==> config.mk <==
export PLATFORM = sky130hd
export DESIGN_NAME = vector_address_map
export DESIGN_NICKNAME = d
export VERILOG_FILES = /design/src/pkg/vector_map_pkg.sv /design/src/hw/vector_address_map.sv
export SDC_FILE = /design/constraint.sdc
export NUM_CORES = 1
export LEC_CHECK = 0
export ABC_AREA = 0
export BUFFER_PORTS_ARGS = -buffer_cell sky130_fd_sc_hd__buf_4
export CORE_MARGIN = 2
export CORE_UTILIZATION = 41
export CTS_CLUSTER_DIAMETER = 30
export DETAILED_ROUTE_END_ITERATION = 6
export PLACE_DENSITY = 0.65
export SYNTH_ARGS = -nofsm -noshare
export SYNTH_HDL_FRONTEND = slang
export SYNTH_SLANG_ARGS = --single-unit
==> constraint.sdc <==
create_clock -name sys_clk -period 4.3 [get_ports sys_clk]
set_input_delay 0.645 -clock sys_clk [delete_from_list [all_inputs] [get_ports sys_clk]]
set_output_delay 0.645 -clock sys_clk [all_outputs]
set_load 0.005 [all_outputs]
==> src/pkg/vector_map_pkg.sv <==
package vector_map_pkg;

    // Register byte offsets on the APB bus
    localparam logic [7:0] OFS_TABLE_BASE = 8'h00;
    localparam logic [7:0] OFS_SOURCE_SEL = 8'h04;
    localparam logic [7:0] OFS_STATUS = 8'h08;
    localparam logic [7:0] OFS_LAST_ADDR = 8'h0C;

    // Reset values
    localparam logic [31:0] TABLE_BASE_RESET = 32'h0000_0000;
    localparam logic [7:0] SOURCE_SEL_RESET = 8'h00;

    // Field positions in the select register
    localparam int SEL_VEC40_BIT = 6;
    localparam int SEL_VEC41_BIT = 7;

    // Status register field positions
    localparam int ST_NUM_LSB = 0;
    localparam int ST_VALID_BIT = 8;
    localparam int ST_INSTR_BIT = 9;
    localparam int ST_ODD_BASE_BIT = 10;

    // Table geometry
    localparam int NUM_W = 6;
    localparam int VEC_COUNT = 64;
    localparam int ENTRY_SHIFT = 2;

    // Software interrupt numbers
    localparam logic [5:0] NUM_BREAK = 6'h00;
    localparam logic [5:0] NUM_DMA0 = 6'h08;
    localparam logic [5:0] NUM_FIRST_GROUP_TIMER_0 = 6'h0C;
    localparam logic [5:0] NUM_SERIAL0_TX = 6'h11;
    localparam logic [5:0] NUM_SERIAL0_RX = 6'h12;
    localparam logic [5:0] NUM_SERIAL1_TX = 6'h13;
    localparam logic [5:0] NUM_SERIAL1_RX = 6'h14;
    localparam logic [5:0] NUM_SECOND_GROUP_TIMER_0 = 6'h15;
    localparam logic [5:0] NUM_EXT_PIN5 = 6'h1A;
    localparam logic [5:0] NUM_TIMER_B5 = 6'h20;
    localparam logic [5:0] NUM_SERIAL2_TX = 6'h21;
    localparam logic [5:0] NUM_BUS_EVENT2 = 6'h27;
    localparam logic [5:0] NUM_BUS_EVENT40 = 6'h28;
    localparam logic [5:0] NUM_BUS_EVENT41 = 6'h29;
    localparam logic [5:0] NUM_ANALOG0 = 6'h2A;
    localparam logic [5:0] NUM_KEY_INPUT = 6'h2B;
    localparam logic [5:0] NUM_PIO0 = 6'h2C;

    // Peripheral request lines, all active high levels
    typedef struct packed {
        logic [3:0] dma_done;
        logic [4:0] first_group_timer;
        logic [4:0] serial_tx_nack;
        logic [4:0] serial_rx_ack;
        logic [5:0] second_group_timer;
        logic [5:0] external_interrupt_pin;
        logic [4:0] serial_bus_event;
        logic analog_converter_0;
        logic key_input;
        logic [4:0] pio_unit;
    } periph_req_t;

    // Vector presented to the interrupt sequencer
    typedef struct packed {
        logic valid;
        logic from_instruction;
        logic [5:0] number;
        logic [31:0] address;
    } vector_out_t;

endpackage

==> src/hw/vector_address_map.sv <==
// Implementation choices: the placing of the registers and the APB interface to the registers.
`timescale 1ns/1ps
module vector_address_map
    import vector_map_pkg::*;
(
    // Clock and reset
    input wire logic sys_clk,
    input wire logic rst,
    // APB slave
    input wire logic psel,
    input wire logic penable,
    input wire logic pwrite,
    input wire logic [7:0] paddr,
    input wire logic [31:0] pwdata,
    output logic [31:0] prdata,
    output logic pready,
    output logic pslverr,
    // Interrupt sources
    input wire periph_req_t periph_req,
    input wire logic interrupt_enable,
    input wire logic instr_req,
    input wire logic instr_is_break,
    input wire logic [5:0] instr_number,
    // Sequencer side
    output vector_out_t vector_out
);

    logic [31:0] vector_table_base;
    logic [7:0] interrupt_source_select;
    logic bus_event_vector40_select;
    logic bus_event_vector41_select;
    logic [VEC_COUNT-1:0] req_map;
    logic periph_pending;
    logic [5:0] periph_number;
    logic [5:0] next_number;
    logic next_valid;
    logic next_instr;
    logic apb_write;
    logic apb_read;
    logic addr_hit;

    // Entry address: base plus four bytes per number, so the low byte
    // sits at the lowest address and the whole table covers 256 bytes
    function automatic logic [31:0] entry_address(input logic [31:0] base,
                                                  input logic [5:0] num);
        logic [7:0] ofs;
        ofs = {num, 2'b00};
        entry_address = base + {24'h00_0000, ofs};
    endfunction

    // Lowest pending number wins; priority levels live in the sequencer
    function automatic logic [5:0] first_set(input logic [VEC_COUNT-1:0] v);
        first_set = 6'h00;
        for (int i = VEC_COUNT - 1; i >= 0; i--) begin
            if (v[i]) begin
                first_set = 6'(i);
            end
        end
    endfunction

    assign bus_event_vector40_select = interrupt_source_select[SEL_VEC40_BIT];
    assign bus_event_vector41_select = interrupt_source_select[SEL_VEC41_BIT];

    // Spread the request lines onto their table numbers
    always_comb begin
        req_map = '0;
        for (int i = 0; i < 4; i++) begin
            req_map[NUM_DMA0 + 6'(i)] = periph_req.dma_done[i];
        end
        for (int i = 0; i < 5; i++) begin
            req_map[NUM_FIRST_GROUP_TIMER_0 + 6'(i)] =
                periph_req.first_group_timer[i];
            req_map[NUM_SECOND_GROUP_TIMER_0 + 6'(i)] =
                periph_req.second_group_timer[i];
            req_map[NUM_PIO0 + 6'(i)] = periph_req.pio_unit[i];
        end
        req_map[NUM_SERIAL0_TX] = periph_req.serial_tx_nack[0];
        req_map[NUM_SERIAL0_RX] = periph_req.serial_rx_ack[0];
        req_map[NUM_SERIAL1_TX] = periph_req.serial_tx_nack[1];
        req_map[NUM_SERIAL1_RX] = periph_req.serial_rx_ack[1];
        // Pins run downward: pin 5 gets the lowest number
        for (int i = 0; i < 6; i++) begin
            req_map[NUM_EXT_PIN5 + 6'(i)] =
                periph_req.external_interrupt_pin[5 - i];
        end
        req_map[NUM_TIMER_B5] = periph_req.second_group_timer[5];
        for (int i = 0; i < 3; i++) begin
            req_map[NUM_SERIAL2_TX + 6'(2 * i)] =
                periph_req.serial_tx_nack[2 + i];
            req_map[NUM_SERIAL2_TX + 6'(2 * i + 1)] =
                periph_req.serial_rx_ack[2 + i];
        end
        req_map[NUM_BUS_EVENT2] = periph_req.serial_bus_event[2];
        // Shared vectors: a one selects the low channel of each pair
        req_map[NUM_BUS_EVENT40] = bus_event_vector40_select ?
            periph_req.serial_bus_event[0] :
            periph_req.serial_bus_event[3];
        req_map[NUM_BUS_EVENT41] = bus_event_vector41_select ?
            periph_req.serial_bus_event[1] :
            periph_req.serial_bus_event[4];
        req_map[NUM_ANALOG0] = periph_req.analog_converter_0;
        req_map[NUM_KEY_INPUT] = periph_req.key_input;
    end

    assign periph_pending = interrupt_enable && (req_map != '0);
    assign periph_number = first_set(req_map);

    // Instructions bypass the enable flag and beat peripheral requests
    always_comb begin
        next_valid = 1'b0;
        next_instr = 1'b0;
        next_number = periph_number;
        if (instr_req) begin
            next_valid = 1'b1;
            next_instr = 1'b1;
            if (instr_is_break) begin
                next_number = NUM_BREAK;
            end else begin
                next_number = instr_number;
            end
        end else if (periph_pending) begin
            next_valid = 1'b1;
        end
    end

    // Vector register toward the sequencer
    always_ff @(posedge sys_clk or posedge rst) begin
        if (rst) begin
            vector_out <= '0;
        end else begin
            vector_out.valid <= next_valid;
            if (next_valid) begin
                vector_out.from_instruction <= next_instr;
                vector_out.number <= next_number;
                vector_out.address <=
                    entry_address(vector_table_base, next_number);
            end
        end
    end

    // APB decode; zero wait states
    assign apb_write = psel && penable && pwrite;
    assign apb_read = psel && !pwrite;
    assign addr_hit = (paddr == OFS_TABLE_BASE) ||
                      (paddr == OFS_SOURCE_SEL) ||
                      (paddr == OFS_STATUS) ||
                      (paddr == OFS_LAST_ADDR);
    assign pready = 1'b1;
    assign pslverr = psel && penable && !addr_hit;

    // Base register; an odd base works but slows the sequence
    always_ff @(posedge sys_clk or posedge rst) begin
        if (rst) begin
            vector_table_base <= TABLE_BASE_RESET;
        end else if (apb_write && paddr == OFS_TABLE_BASE) begin
            vector_table_base <= pwdata;
        end
    end

    // Source select register
    always_ff @(posedge sys_clk or posedge rst) begin
        if (rst) begin
            interrupt_source_select <= SOURCE_SEL_RESET;
        end else if (apb_write && paddr == OFS_SOURCE_SEL) begin
            interrupt_source_select <= pwdata[7:0];
        end
    end

    // Read data is registered during the setup cycle
    always_ff @(posedge sys_clk or posedge rst) begin
        if (rst) begin
            prdata <= 32'h0000_0000;
        end else if (apb_read && !penable) begin
            prdata <= 32'h0000_0000;
            case (paddr)
                OFS_TABLE_BASE: begin
                    prdata <= vector_table_base;
                end
                OFS_SOURCE_SEL: begin
                    prdata[7:0] <= interrupt_source_select;
                end
                OFS_STATUS: begin
                    prdata[ST_NUM_LSB +: NUM_W] <= vector_out.number;
                    prdata[ST_VALID_BIT] <= vector_out.valid;
                    prdata[ST_INSTR_BIT] <= vector_out.from_instruction;
                    prdata[ST_ODD_BASE_BIT] <= vector_table_base[0];
                end
                OFS_LAST_ADDR: begin
                    prdata <= vector_out.address;
                end
                default: begin
                    prdata <= 32'h0000_0000;
                end
            endcase
        end
    end

endmodule

# Yosys cells after proc, flatten, opt, wreduce, memory -nomap -nowiden
# Index checks and enable logic that the tools add are counted.
totals:
  reg_bits: 112
  in_bits: 97
  out_inout_bits: 74
  word_cells: 79
classes:
  addsub: 1
  n_eq_ne: 3
  n_mux: 52
  n_reduce_logical: 16
ops:
  columns: ["op", "count"]
  rows:
  - ["$mux 6", 43]
  - ["$reduce_bool 64->1", 1]
  - ["$pmux 21 s2", 1]
  - ["$add 32x8->32", 1]
  - ["$pmux 6 s4", 1]
  - ["$eq 8x4->1 const B", 2]
  - ["$pmux 3 s3", 1]
  - ["$eq 8x3->1 const B", 1]
  - ["$logic_and 1x1->1", 8]
  - ["$logic_not 8->1", 1]
  - ["$pmux 2 s3", 1]
  - ["$mux 1", 5]
  - ["$logic_not 1->1", 3]
  - ["$logic_or 1x1->1", 3]

# Longest topological paths before layout
logic_depth:
  word_depth: 43
  depth_mapped: 14
  ltp_nobuf: 13

# Worst setup path after synthesis
# OpenSTA, ideal clock, no wires.
synth_timing:
  kind: "input to register"
  from: "input port periph_req[12] (netlist bit)"
  to: "register vector_out[23] (netlist bit)"
  setup_time_ps: 82
  t_arrival_ps: 3295
  required_time_ps: 4218
  slack_ps: 923
  path_stages: 13
  n_path_buf: 2
  cell_sequence: "or4_1 -> o21ai_0 -> a21oi_1 -> a21oi_1 -> nand2_1 -> ha_1 -> o21ai_1 -> o21a_1 -> buf_6 -> or2_1 -> buf_2 -> or4_1 -> a31oi_1"
synth_between:
  elab_chain_cells: 26
  word_cells_on_any_way: 30
  cone_classes: "1 x add/sub; 27 x mux; 2 x reduce/logical"
synth_rtl:
  columns: ["item", "line", "source"]
  rows:
  - ["start, declared", "vector_address_map.sv:19", "input wire periph_req_t periph_req,"]
  - ["$mux 6 (24 in a row)", "vector_address_map.sv:55", "if (v[i]) begin"]
  - ["$mux 6", "vector_address_map.sv:113", "if (instr_req) begin"]
  - ["net next_number[2]", "vector_address_map.sv:35", "logic [5:0] next_number;"]
  - ["$add 32x8->32", "vector_address_map.sv:48", "entry_address = base + {24'h00_0000, ofs};"]
  - ["end, declared", "vector_address_map.sv:25", "output vector_out_t vector_out"]
# The timed path passes the listed nets, and every way through them passes these cells.
# A chain may end at the register's enable or synchronous reset.

# Final worst setup path
layout_timing:
  from: "input port periph_req[38] (netlist bit)"
  to: "register vector_out[28] (netlist bit)"
layout_between:
  elab_chain_cells: 11
  word_cells_on_any_way: 15
  cone_classes: "1 x add/sub; 12 x mux; 2 x reduce/logical"
layout_rtl:
  columns: ["item", "line"]
  rows:
  - ["$mux 6 (9 in a row)", "vector_address_map.sv:55"]
  - ["$mux 6", "vector_address_map.sv:113"]
  - ["$add 32x8->32", "vector_address_map.sv:48"]
# Several ways; a longest one is shown, not always the timed one.

==> qor.csv <==
stage,metric,value,unit
synthesis,synth_top_family_by_area,simple AND/OR/NAND/NOR gates,
synthesis,ys.flop_type,dfrtp_1,
sta,final.setup.tns,0,ns
power_and_ir_drop,power,2.36,mW
placed_design,place_congestion,0.874,
clock_network,cts-hold-fix-buffers,0,
final_layout,fill_cells,1332,
detailed_routing,first_pass_iters,5,
power_and_ir_drop,clock_power_share,36.1,%
synthesis,syn-num-nets,700,
final_layout,diodes,0,
synthesis,yosysSeqAreaShare,47.0,%
synthesis,synthMuxAreaShare,12.9,%
sta,fin_crit_sh,83.5,%
clock_network,htreeDepth,3,
detailed_routing,wl_met1,7.30,mm
worst_setup_path,worst_path_max_delay_cell,nor4_1,
detailed_routing,wl_per_cell,17.6,microns
power_and_ir_drop,p_per_area,308,nW/um^2
synthesis,synth-compound-area-share,14.2,%
global_route,grt_usage,21.3,%
detailed_routing,dr_wl_met3,1.01,mm
worst_setup_path,max_stage_delay,0.58,ns
clock_network,cts_tree,yes,
worst_setup_path,critPathMaxFanout,19,
synthesis,ys_types,57,
synthesis,yosys.area.top_type,dfrtp_1,
floorplan,core,14400,sq um
detailed_routing,drt_iter0_markers,392,
worst_setup_path,critPathLaunch,periph_req[38],
worst_setup_path,setup.worst_path.class,input pin to flop,
final_layout,stdcell_area,7650,sq um
sta,fmax,279,MHz
synthesis,ys_warn_count,0,
floorplan,start_util,41.5,%
clock_network,clk_pin_slew,0.07,ns
detailed_routing,drc,0,
placed_design,port_buffers,169,
worst_setup_path,rr_startpoint,interrupt_source_select[6]$_DFFE_PP0P_,
synthesis,synth-xor-area-share,2.06,%
power_and_ir_drop,irDropWorstVdd,0.182,mV
final_layout,drive_gt1_share,33.3,%
sta,slew_headroom,20.1,%
synthesis,synth_edf_count,0,
synthesis,async_flop_share,100,%
detailed_routing,num_vias,5271,
worst_setup_path,crit_path_end_kind,flop,
clock_network,root_buffer,clkbuf_16,
worst_setup_path,worstPathRequired,4.57,ns
power_and_ir_drop,combPwrFrac,14.6,%
detailed_routing,postRouteAntennaNets,0,
clock_network,cts_buffers,9,
synthesis,synth-seq-cells,112,
detailed_routing,dr_wl_met2,8.01,mm
clock_network,clk_latency,0.35,ns
job,cap_violations,0,
final_layout,post-route-util,53.2,%
worst_hold_path,hp-class,flop to flop,
sta,setup_viol,0,
power_and_ir_drop,p_int,1.77,mW
worst_setup_path,setup.worst_path.end,vector_out[28]$_DFFE_PP0P_,
synthesis,synthSimpleGateAreaFrac,18.2,%
worst_setup_path,r2r-end,vector_out[28]$_DFFE_PP0P_,
global_route,grt_max_degree,80,
floorplan,fp.dieH,125,microns
clock_network,clock_sinks,112,
worst_setup_path,arrival,3.86,ns
placed_design,dp_hpwl,12.3,mm
final_layout,syn_to_final_growth,28.4,%
sta,hold_viol,0,
power_and_ir_drop,seqPwrFrac,49.3,%
detailed_routing,top_layer_used,met4,
worst_setup_path,crit_chain,buf_4 > nor4_1 > nand4_1 > or3_1 > and2_1 > fa_1 > nor2b_1 > o31ai_1 > a21o_1 > or4_1 > a31oi_1,
final_layout,nets,853,
sta,drv_slew,0,
detailed_routing,viasPerCell,5.63,
worst_setup_path,r2r_cells,13,
global_route,grt-ovfl-total,0,
global_route,grt_pass1_wl,27.0,mm
clock_network,post_cts_resize_count,0,
sta,worst_pin_slew,1.20,ns
sta,layout_min_cycle_time,3.59,ns
synthesis,yosys.area.top_type_share,47.0,%
power_and_ir_drop,switching_share,24.9,%
global_route,antenna_found_initial,0,
synthesis,postSynthAreaPerCell,9.99,sq um
worst_hold_path,hp-start,prdata[0]$_DFFE_PP0P_,
clock_network,clockBufferDepth,2,
floorplan,io-pin-count,171,
synthesis,synth_fa_ha_area_share,1.60,%
synthesis,synth_area_leaders,"dfrtp_1, mux2_2, nor2_1",
detailed_routing,wirelength,16.4,mm
worst_setup_path,r2r_setup_slack,0.72,ns
clock_network,cts_setup_buffers,0,
power_and_ir_drop,power.net_switching,0.588,mW
synthesis,syn_area,5960,sq um
global_route,grt_pass1_vias,5190,
run_status,status,"finished, final reports clean",
floorplan,die-area,15500,sq um
floorplan,core.rowCount,44,
worst_setup_path,critPathLaunchType,input pin,
sta,rsz0062_at_grt,no,
sta,fin_skew,0.00880,ns
placed_design,dpl-instance-area,7350,sq um
floorplan,die_w,125,microns
synthesis,syn-instance-count,596,
power_and_ir_drop,leakage,3.61,nW
-- stage by stage --
stage	cells	setup slack, ns	hold slack (ns)
finish	937	0.712	0.467
global route	937	0.480	0.504
CTS	937	0.734	0.475
detailed placement	922	0.393	0.459
global placement	922	0.528	0.456
floorplan	596	0.696	0.463
-- metal layers --
| layer | global-route usage, % | vias up |
|---|---|---|
| met3 | 4.30 | 8 |
| met2 | 35.3 | 169 |
| li1 | - | 2501 |
| met5 | 0 | - |
| met4 | 4.69 | 0 |
| met1 | 29.0 | 2593 |
-- Yosys cell counts, drive strengths merged, types with 3 or more instances --
library cell    n
nand4           6
a21oi          20
ha              6
or4             9
nor4           14
nand2b          4
mux4            6
o21a            4
or3             7
mux2           51
inv            15
and2            4
nor3           13
dfrtp         112
a211oi          3
o31ai          11
mux2i           6
and4            6
a31oi          20
nand2          42
and3            3
nor2b           5
a221oi         21
nand3          16
o21bai          3
xnor2          14
nor2           92
o21ai          22
buf            16
clkbuf         18
-- worst min path at each step --
stage                                        to  depth (start not counted)
final                     prdata[0]$_DFFE_PP0P_                          2
after global routing      prdata[3]$_DFFE_PP0P_                          2
after CTS                 prdata[0]$_DFFE_PP0P_                          2
after detailed placement  prdata[0]$_DFFE_PP0P_                          2
after global placement    prdata[5]$_DFFE_PP0P_                          2
after floorplan           prdata[0]$_DFFE_PP0P_                          2
-- layout make-up --
cell class,count,area (sq um),share of cell area (%)
Clock inverter,5,62.6,0.818
Timing Repair Buffer,176,1320,17.3
Sequential cell,112,2800,36.6
Tap cell,184,230,3.01
Clock buffer,10,239,3.12
Multi-Input combinational cell,435,2940,38.4
Inverter,15,58.8,0.769
-- placed cells by master, fill, tap and decap left out, types with 9 or more instances in the layout --
master,netlist,final
mux2_2,49,49
nor4_1,14,14
dfrtp_1,112,112
xnor2_1,14,14
a21oi_1,20,20
o31ai_1,11,11
nand2_1,42,42
nor2_1,92,92
or4_1,9,9
o21ai_0,20,20
clkbuf_16,0,9
buf_4,1,176
a31oi_1,20,20
nand3_1,16,16
nor3_1,13,13
inv_1,15,14
a221oi_1,21,21
-- cell families (layout without fill, tap and decap cells) --
group,count (synthesis),after routing
and+or+nand+nor,227,227
AOI/OAI and AO/OA,123,123
DFF,112,112
muxes,63,63
buffers and inverters,49,206
xor gates and xnor gates,14,14
adders and majority gates,7,7
other,1,1
-- critical path, delay by kind of cell --
kind | cells | cell delay, ns
fa+ha+maj | 1 | 0.43
compound gates | 3 | 0.61
simple gates | 6 | 2.03
buf+inv | 1 | 0.12
-- state kept, by name (all words and copies together) (netlist names) --
name	cells
vector_table_base	32
interrupt_source_select	8
vector_out	40
prdata	32
-- power by group through the flow --
stage	Combinational, mW	Sequential [mW]	Clock (mW)
after floorplan	0.143	1.17	0
after global placement	0.342	1.18	0
after detailed placement	0.350	1.18	0
after CTS	0.350	1.16	0.865
after global routing	0.383	1.17	0.908
final	0.345	1.16	0.850
No activity file was read; power rests on OpenSTA's default activity.
